File: src/logic/usb_event_pkg.sv
// Package with the register map, field positions and reset values of the USB event block.
package usb_event_pkg;
    // Register word indices; byte address is index times four.
    localparam logic [5:0] IDX_FLAGS     = 6'h00;
    localparam logic [5:0] IDX_ENABLES   = 6'h01;
    localparam logic [5:0] IDX_SYS_STAT  = 6'h02;
    localparam logic [5:0] IDX_SYS_MASK  = 6'h03;
    // Bit positions of the event flags and enables.
    localparam int BIT_SETUP_OVERWRITE = 0;
    localparam int BIT_RESERVED        = 1;
    localparam int BIT_SETUP_RECEIVED  = 2;
    localparam int BIT_PORT_POWER_ON   = 3;
    localparam int BIT_PORT_POWER_OFF  = 4;
    localparam int BIT_RESUME_REQUEST  = 5;
    localparam int BIT_SUSPEND_REQUEST = 6;
    localparam int BIT_HOST_RESET_REQ  = 7;
    // Bit positions of the bus-side system status.
    localparam int SYS_BIT_UNMAPPED    = 0;
    localparam int SYS_BIT_EP0_NAKED   = 1;
    // Widths, implemented-bit masks and reset values.
    localparam int FLAG_W              = 8;
    localparam int SYS_W               = 2;
    localparam logic [7:0] FLAG_IMPL   = 8'hFD;
    localparam logic [7:0] FUNC_RST_CLR = 8'h7F;
    localparam logic [7:0] FLAG_RESET  = 8'h00;
    localparam logic [7:0] EN_RESET    = 8'h00;
    localparam logic [1:0] SYS_RESET   = 2'h0;
    // AHB constants.
    localparam logic [1:0] HTRANS_NONSEQ = 2'h2;
    localparam logic [1:0] HRESP_OKAY    = 2'h0;

    // Word index from a byte address.
    function automatic logic [5:0] word_index(input logic [31:0] addr);
        word_index = addr[7:2];
    endfunction : word_index
endpackage : usb_event_pkg

File: src/logic/sticky_flags.sv
// Sticky flag bank: hardware sets, a clear vector clears, a set in the same cycle wins.
`timescale 1ns/1ps
module sticky_flags
    import usb_event_pkg::*;
#(
    parameter int             W    = 8,
    parameter logic [W-1:0]   IMPL = '1
)(
    // Clock and reset.
    input  wire logic         ref_clk_i,
    input  wire logic         rst_b_i,
    // Flag control.
    input  wire logic [W-1:0] set_i,
    input  wire logic [W-1:0] clr_i,
    // Flag state.
    output logic      [W-1:0] q_o,
    output logic      [W-1:0] next_o
);
    // Set wins over clear so an event landing on a clear is never lost.
    always_comb
    begin
        next_o = ((q_o & ~clr_i) | set_i) & IMPL;
    end

    // Flag storage with synchronous reset.
    always_ff @(posedge ref_clk_i)
    begin
        if (!rst_b_i)
            q_o <= '0;
        else
            q_o <= next_o;
    end
endmodule : sticky_flags

File: src/logic/ahb_lite_regs_slave.sv
// AHB-Lite slave front end: zero-wait writes, one-wait reads with registered read data.
`timescale 1ns/1ps
module ahb_lite_regs_slave
    import usb_event_pkg::*;
(
    // Clock and reset.
    input  wire logic        ref_clk_i,
    input  wire logic        rst_b_i,
    // AHB-Lite bus.
    input  wire logic        hsel_i,
    input  wire logic [31:0] haddr_i,
    input  wire logic [1:0]  htrans_i,
    input  wire logic        hwrite_i,
    input  wire logic        hready_i,
    output logic             hreadyout_o,
    output logic [1:0]       hresp_o,
    output logic [31:0]      hrdata_o,
    // Register side.
    output logic [5:0]       index_o,
    output logic             wr_strobe_o,
    output logic             rd_strobe_o,
    output logic             access_o,
    input  wire logic [31:0] rdata_i
);
    logic wr_pend;
    logic rd_pend;
    logic take;

    // A transfer is taken when selected, NONSEQ or SEQ (htrans bit 1 set, so not idle or busy) and the bus is ready.
    assign take        = hsel_i && htrans_i[1] && hready_i;
    assign access_o    = take;
    assign wr_strobe_o = wr_pend;
    assign rd_strobe_o = rd_pend && !hreadyout_o;

    // Address phase capture; reads stall one cycle so a preceding write is visible.
    always_ff @(posedge ref_clk_i)
    begin
        if (!rst_b_i)
        begin
            wr_pend     <= 1'b0;
            rd_pend     <= 1'b0;
            index_o     <= 6'h00;
            hreadyout_o <= 1'b1;
            hresp_o     <= HRESP_OKAY;
        end
        else if (rd_strobe_o)
        begin
            rd_pend     <= 1'b0;
            hreadyout_o <= 1'b1;
        end
        else
        begin
            wr_pend     <= take && hwrite_i;
            rd_pend     <= take && !hwrite_i;
            hreadyout_o <= !(take && !hwrite_i);
            if (take)
                index_o <= word_index(haddr_i);
        end
    end

    // Read data is loaded at the end of the wait cycle.
    always_ff @(posedge ref_clk_i)
    begin
        if (!rst_b_i)
            hrdata_o <= 32'h0000_0000;
        else if (rd_strobe_o)
            hrdata_o <= rdata_i;
    end
endmodule : ahb_lite_regs_slave

File: src/logic/usb_event_status_mask.sv
// USB event status flags, enable mask and microcontroller interrupt.
// Contract
// - Hardware sets flags; writing one clears, zero keeps.
// - Set flag interrupts only when its enable set.
// - Setup while buffer full sets bit 0.
// - Setup sets bit 2; endpoint 0 NAKed.
// - Port power-on indication sets bit 3.
// - Port power-off indication sets bit 4.
// - Detected resume sets bit 5.
// - Global or selective suspend sets bit 6.
// - Host port reset start sets bit 7.
// - Function reset keeps the reset-request flag.
// - Enables per flag, reset to zero blocking.
`timescale 1ns/1ps
module usb_event_status_mask
    import usb_event_pkg::*;
(
    // Clock and reset.
    input  wire logic        ref_clk_i,
    input  wire logic        rst_b_i,
    // USB function reset, a level from the reset interconnect.
    input  wire logic        usb_func_reset_i,
    // Event pulses from the serial interface engine.
    input  wire logic        setup_rx_i,
    input  wire logic        setup_buf_full_i,
    input  wire logic        port_power_on_i,
    input  wire logic        port_power_off_i,
    input  wire logic        resume_request_i,
    input  wire logic        global_suspend_i,
    input  wire logic        selective_suspend_i,
    input  wire logic        host_reset_request_i,
    input  wire logic        ep0_token_i,
    // Endpoint 0 override and interrupt.
    output logic             ep0_force_nak_o,
    output logic             irq_o,
    // AHB-Lite bus.
    input  wire logic        hsel_i,
    input  wire logic [31:0] haddr_i,
    input  wire logic [1:0]  htrans_i,
    input  wire logic        hwrite_i,
    input  wire logic [2:0]  hsize_i,
    input  wire logic [31:0] hwdata_i,
    input  wire logic        hready_i,
    output logic             hreadyout_o,
    output logic [1:0]       hresp_o,
    output logic [31:0]      hrdata_o
);
    logic [5:0]        index;
    logic              wr_strobe;
    logic              rd_strobe;
    logic              access;
    logic [31:0]       rdata;
    logic [FLAG_W-1:0] flags;
    logic [FLAG_W-1:0] next_flags;
    logic [FLAG_W-1:0] flag_set;
    logic [FLAG_W-1:0] flag_clr;
    logic [FLAG_W-1:0] enables;
    logic [SYS_W-1:0]  sys_status;
    logic [SYS_W-1:0]  sys_set;
    logic [SYS_W-1:0]  sys_clr;
    logic [SYS_W-1:0]  sys_mask;
    logic              unmapped;

    // Bus front end; transfer size is always a whole word here.
    ahb_lite_regs_slave u_bus (
        .ref_clk_i   (ref_clk_i),
        .rst_b_i     (rst_b_i),
        .hsel_i      (hsel_i),
        .haddr_i     (haddr_i),
        .htrans_i    (htrans_i),
        .hwrite_i    (hwrite_i),
        .hready_i    (hready_i),
        .hreadyout_o (hreadyout_o),
        .hresp_o     (hresp_o),
        .hrdata_o    (hrdata_o),
        .index_o     (index),
        .wr_strobe_o (wr_strobe),
        .rd_strobe_o (rd_strobe),
        .access_o    (access),
        .rdata_i     (rdata)
    );

    // Event set vector; bit 1 never sets.
    always_comb
    begin
        flag_set = 8'h00;
        flag_set[BIT_SETUP_OVERWRITE] = setup_rx_i && setup_buf_full_i;
        flag_set[BIT_SETUP_RECEIVED]  = setup_rx_i;
        flag_set[BIT_PORT_POWER_ON]   = port_power_on_i;
        flag_set[BIT_PORT_POWER_OFF]  = port_power_off_i;
        flag_set[BIT_RESUME_REQUEST]  = resume_request_i;
        flag_set[BIT_SUSPEND_REQUEST] = global_suspend_i || selective_suspend_i;
        flag_set[BIT_HOST_RESET_REQ]  = host_reset_request_i;
    end

    // Clear vector: write-one-to-clear plus the function reset.
    always_comb
    begin
        flag_clr = 8'h00;
        if (wr_strobe && index == IDX_FLAGS)
            flag_clr = hwdata_i[7:0];
        if (usb_func_reset_i)
            flag_clr = flag_clr | FUNC_RST_CLR;
    end

    sticky_flags #(
        .W    (FLAG_W),
        .IMPL (FLAG_IMPL)
    ) u_flags (
        .ref_clk_i (ref_clk_i),
        .rst_b_i   (rst_b_i),
        .set_i     (flag_set),
        .clr_i     (flag_clr),
        .q_o       (flags),
        .next_o    (next_flags)
    );

    // Enable register; function reset clears it, unlike the system mask and system status registers.
    always_ff @(posedge ref_clk_i)
    begin
        if (!rst_b_i || usb_func_reset_i)
            enables <= EN_RESET;
        else if (wr_strobe && index == IDX_ENABLES)
            enables <= hwdata_i[7:0] & FLAG_IMPL;
    end

    // Bus-side events: unmapped access and a forced endpoint 0 NAK.
    assign unmapped = access && (word_index(haddr_i) > IDX_SYS_MASK);
    always_comb
    begin
        sys_set = SYS_RESET;
        sys_set[SYS_BIT_UNMAPPED]  = unmapped;
        sys_set[SYS_BIT_EP0_NAKED] = ep0_token_i && flags[BIT_SETUP_RECEIVED];
        sys_clr = (rd_strobe && index == IDX_SYS_STAT) ? 2'h3 : 2'h0;
    end

    // System status clears on read; an event in the read cycle is kept.
    sticky_flags #(
        .W    (SYS_W),
        .IMPL (2'h3)
    ) u_sys (
        .ref_clk_i (ref_clk_i),
        .rst_b_i   (rst_b_i),
        .set_i     (sys_set),
        .clr_i     (sys_clr),
        .q_o       (sys_status),
        .next_o    ()
    );

    // System mask register.
    always_ff @(posedge ref_clk_i)
    begin
        if (!rst_b_i)
            sys_mask <= SYS_RESET;
        else if (wr_strobe && index == IDX_SYS_MASK)
            sys_mask <= hwdata_i[1:0];
    end

    // Read mux; unmapped words read as zero.
    always_comb
    begin
        unique case (index)
            IDX_FLAGS:    rdata = {24'h000000, flags};
            IDX_ENABLES:  rdata = {24'h000000, enables};
            IDX_SYS_STAT: rdata = {30'h0, sys_status};
            IDX_SYS_MASK: rdata = {30'h0, sys_mask};
            default:      rdata = 32'h0000_0000;
        endcase
    end

    // Outputs come from flops; the NAK override follows the next flag value to avoid a lag.
    always_ff @(posedge ref_clk_i)
    begin
        if (!rst_b_i)
        begin
            ep0_force_nak_o <= 1'b0;
            irq_o           <= 1'b0;
        end
        else
        begin
            ep0_force_nak_o <= next_flags[BIT_SETUP_RECEIVED];
            irq_o <= |(flags & enables) || |(sys_status & sys_mask);
        end
    end
endmodule : usb_event_status_mask

File: config.mk
export PLATFORM = sky130hd
export DESIGN_NAME = usb_event_status_mask
export DESIGN_NICKNAME = d
export VERILOG_FILES = /design/src/logic/usb_event_pkg.sv /design/src/logic/sticky_flags.sv /design/src/logic/ahb_lite_regs_slave.sv /design/src/logic/usb_event_status_mask.sv
export SDC_FILE = /design/constraint.sdc
export NUM_CORES = 1
export LEC_CHECK = 0
export BUFFER_PORTS_ARGS = -buffer_cell sky130_fd_sc_hd__buf_2
export CORE_MARGIN = 5
export CORE_UTILIZATION = 40
export DETAILED_ROUTE_END_ITERATION = 8
export PLACE_DENSITY = 0.78
export SLEW_MARGIN = 20
export SYNTH_ARGS = -nofsm -noshare
export SYNTH_HDL_FRONTEND = slang
export SYNTH_SLANG_ARGS = --single-unit
File: constraint.sdc
create_clock -name ref_clk_i -period 3.7 [get_ports ref_clk_i]
set_input_delay 0.555 -clock ref_clk_i [delete_from_list [all_inputs] [get_ports ref_clk_i]]
set_output_delay 0.555 -clock ref_clk_i [all_outputs]
set_load 0.1 [all_outputs]
==> run_results.csv <==
group,metric,value,unit
status,status,"finished clean",
route,via_per_inst,5.109,
yosys,synth_top_area_frac,0.4168,
yosys,synth_compound_area_frac,0.1889,
global_routing,grt_overflow,0,
cts,clkLatencyLatePin,0.28,ns
floorplanning,chipHeight,75.75,um
critical_path,crit_required,3.88,ns
floorplanning,ioPinCount,121,
pwr,switchingPower,0.2950,mW
yosys,synthCells,198,
cells_and_area,final_common_cell,"buf_2",
pwr,power_frac_clock,0.331,
sta,fin_crit,1.821,ns
pwr,p_int,0.5932,mW
cts,htree_levels,2,
yosys,synthAdderAreaFrac,0,
cts,clock_path_buffers,2,
pwr,pwr-share-comb,0.210,
cts,clock_sinks,36,
pwr,p_sw_frac,0.3321,
placement,dp_cells,278,
cts,numCtsBuffers,5,
yosys,yosys.area.top_type,"dfxtp_1",
global_routing,grt_usage,0.1397,
yosys,ys_seq_elements,36,
cts,holdBufCountCts,0,
sta,fin_setup_tns,0,ns
cells_and_area,final_nets,317,
placement,dp_hpwl,2931,um
yosys,synth_area_leaders,"dfxtp_1, buf_4, a21oi_1",
route,drc_errors,0,
cells_and_area,final_area,1956,um2
cells_and_area,layout-drive-gt1-share,0.2446,
floorplanning,rows,24,
sta,setup_viol,0,
critical_path,critPathKind,"reg -> reg",
route,ant_nets,0,
pwr,p_per_area,454.2,nW/um2
placement,io_buffer_count,40,
sta,post-route-period-util,0.4922,
cts,cts_setup_buffers,0,
critical_path,cp.arrival,2.00,ns
floorplanning,die_w,75.75,um
pwr,p_seq_frac,0.459,
pwr,ir_drop,0.0002098,V
yosys,async_flop_share,0,
pwr,p_leak,0.7925,nW
cts,cts-resized-gates,0,
sta,worst_pin_slew,0.8903,ns
yosys,synth_area,1729,um2
cts,cts_tree,"done",
cells_and_area,diodes,0,
route,drtPass1Iterations,4,
route,avgRoutedWirePerCell,13.47,um
cells_and_area,layout_common_cells,"buf_2, dfxtp_1, conb_1, a21oi_1, nand3_1",
yosys,muxShareOfSynthArea,0.07019,
yosys,ys_seq_area_frac,0.4168,
sta,fmax,549.1,MHz
global_routing,grt_pass1_wl,6099,um
floorplanning,dieArea,5738,um2
yosys,synthSimpleGateAreaFrac,0.1751,
route,drtIter0Drc,88,
yosys,ys.flop_type,"dfxtp_1",
sta,slew_headroom,0.4052,
critical_path,endpoint_kind,"flop",
sta,hold_violations,0,
floorplanning,core,4264,um2
critical_path,cp-start-kind,"flop",
global_routing,antenna_found_initial,0,
floorplanning,initial_utilization,0.4055,
hold_path,hold_class,"reg -> reg",
global_routing,grt_max_degree,24,
cts,cts-root-buf,"clkbuf_8",
cells_and_area,stdcell_count,285,
sta,rsz0062_at_grt,"false",
yosys,synth_top_family_by_area,"compound AO/OA/AOI/OAI gates",
cells_and_area,area_growth,13.10,%
critical_path,cp_max_fo,14,
cts,clkSlewWorstSetupHoldPaths,0.06,ns
flow_run,cap_violations,0,
route,num_vias,1456,
placement,routabilityCongestion,0.8179,
yosys,synth_cell_types,34,
placement,post_dp_cell_area,1859,um2
sta,finalClockSkew,0.001753,ns
yosys,synth.avg_cell_area,8.733,um2
yosys,synth_edf_count,0,
global_routing,grt_pass1_vias,1336,
cells_and_area,fin_util,0.4586,
route,wirelength,3838,um
yosys,synth_warnings,0,
sta,slew_violations,0,
yosys,yosys.area_share.xor_xnor,0,
-- worst max-delay path: stages, from the launching register on --
cell,delay (ns)
dfxtp_1,0.47
nor3b_1,0.80
nand3_1,0.16
a32o_1,0.29
-- synthesized netlist by cell type (2+ instances only) --
cell type	n
buf_4	26
inv_1	2
mux2i_1	2
nor2b_1	3
nand4_1	8
dfxtp_1	36
mux2_2	7
and3_1	2
nand3_1	21
or4_1	2
o21ai_0	15
nand2_1	14
a32o_1	5
a31oi_1	3
clkbuf_1	10
nand2b_1	3
a21oi_1	22
-- cell type report --
class	count	area (um2)
Fill cell	442	2308
Multi-Input combinational cell	146	854.6
Sequential cell	36	720.7
Timing Repair Buffer	41	207.7
Clock buffer	7	96.34
Tap cell	52	65.06
Inverter	3	11.26
-- kinds of logic after synthesis --
logic type             after synthesis
buffers and inverters               41
AOI/OAI and AO/OA                   53
muxes                               10
and+or+nand+nor                     57
other                                1
DFF                                 36
-- power groups by stage --
stage | registers, mW | logic [mW] | clock network [mW]
final | 0.408 | 0.187 | 0.294
after global routing | 0.409 | 0.196 | 0.319
after CTS | 0.407 | 0.186 | 0.303
after detailed placement | 0.416 | 0.186 | 0
after global placement | 0.415 | 0.185 | 0
after floorplan | 0.419 | 0.174 | 0
-- metal layers --
metal / vias up / track usage / share of wire / routed length [um]
met5: - / 0 / 0 / 0
met4: 0 / 0.06019 / 0.014 / 53
met3: 6 / 0.04222 / 0.092 / 353
met2: 53 / 0.2177 / 0.47 / 1812
met1: 655 / 0.1783 / 0.42 / 1619
li1: 742 / - / - / -
-- per-stage QoR --
step                setup slack (ns)  hold slack [ns]  total power [mW]
CTS                            1.827           0.4551            0.8965
floorplan                      1.779           0.4462            0.5932
detailed placement             1.612           0.4459            0.6019
global placement               1.598           0.4365            0.6002
finish                         1.879           0.4536            0.8882
global route                   1.637           0.4767            0.9237
-- final timing paths --
check	slack [ns]	startpoint	cells past startpoint	to
hold / removal	0.45	u_bus.hrdata_o[2]$_SDFFE_PN0N_	2	u_bus.hrdata_o[2]$_SDFFE_PN0N_
hold reg to reg	0.45	u_bus.hrdata_o[2]$_SDFFE_PN0N_	2	u_bus.hrdata_o[2]$_SDFFE_PN0N_
setup reg to reg	1.88	u_bus.index_o[0]$_SDFFE_PN0P_	3	u_flags.q_o[4]$_SDFF_PN0_
setup / recovery	1.88	u_bus.index_o[0]$_SDFFE_PN0P_	3	u_flags.q_o[4]$_SDFF_PN0_
-- registers in the layout, indices dropped and copies added (netlist names), 2 cells and up --
register,flops
u_sys.q_o,2
u_bus.hrdata_o,8
u_flags.q_o,7
u_bus.index_o,6
sys_mask,2
enables,7
(Power assumes the default switching activity.)
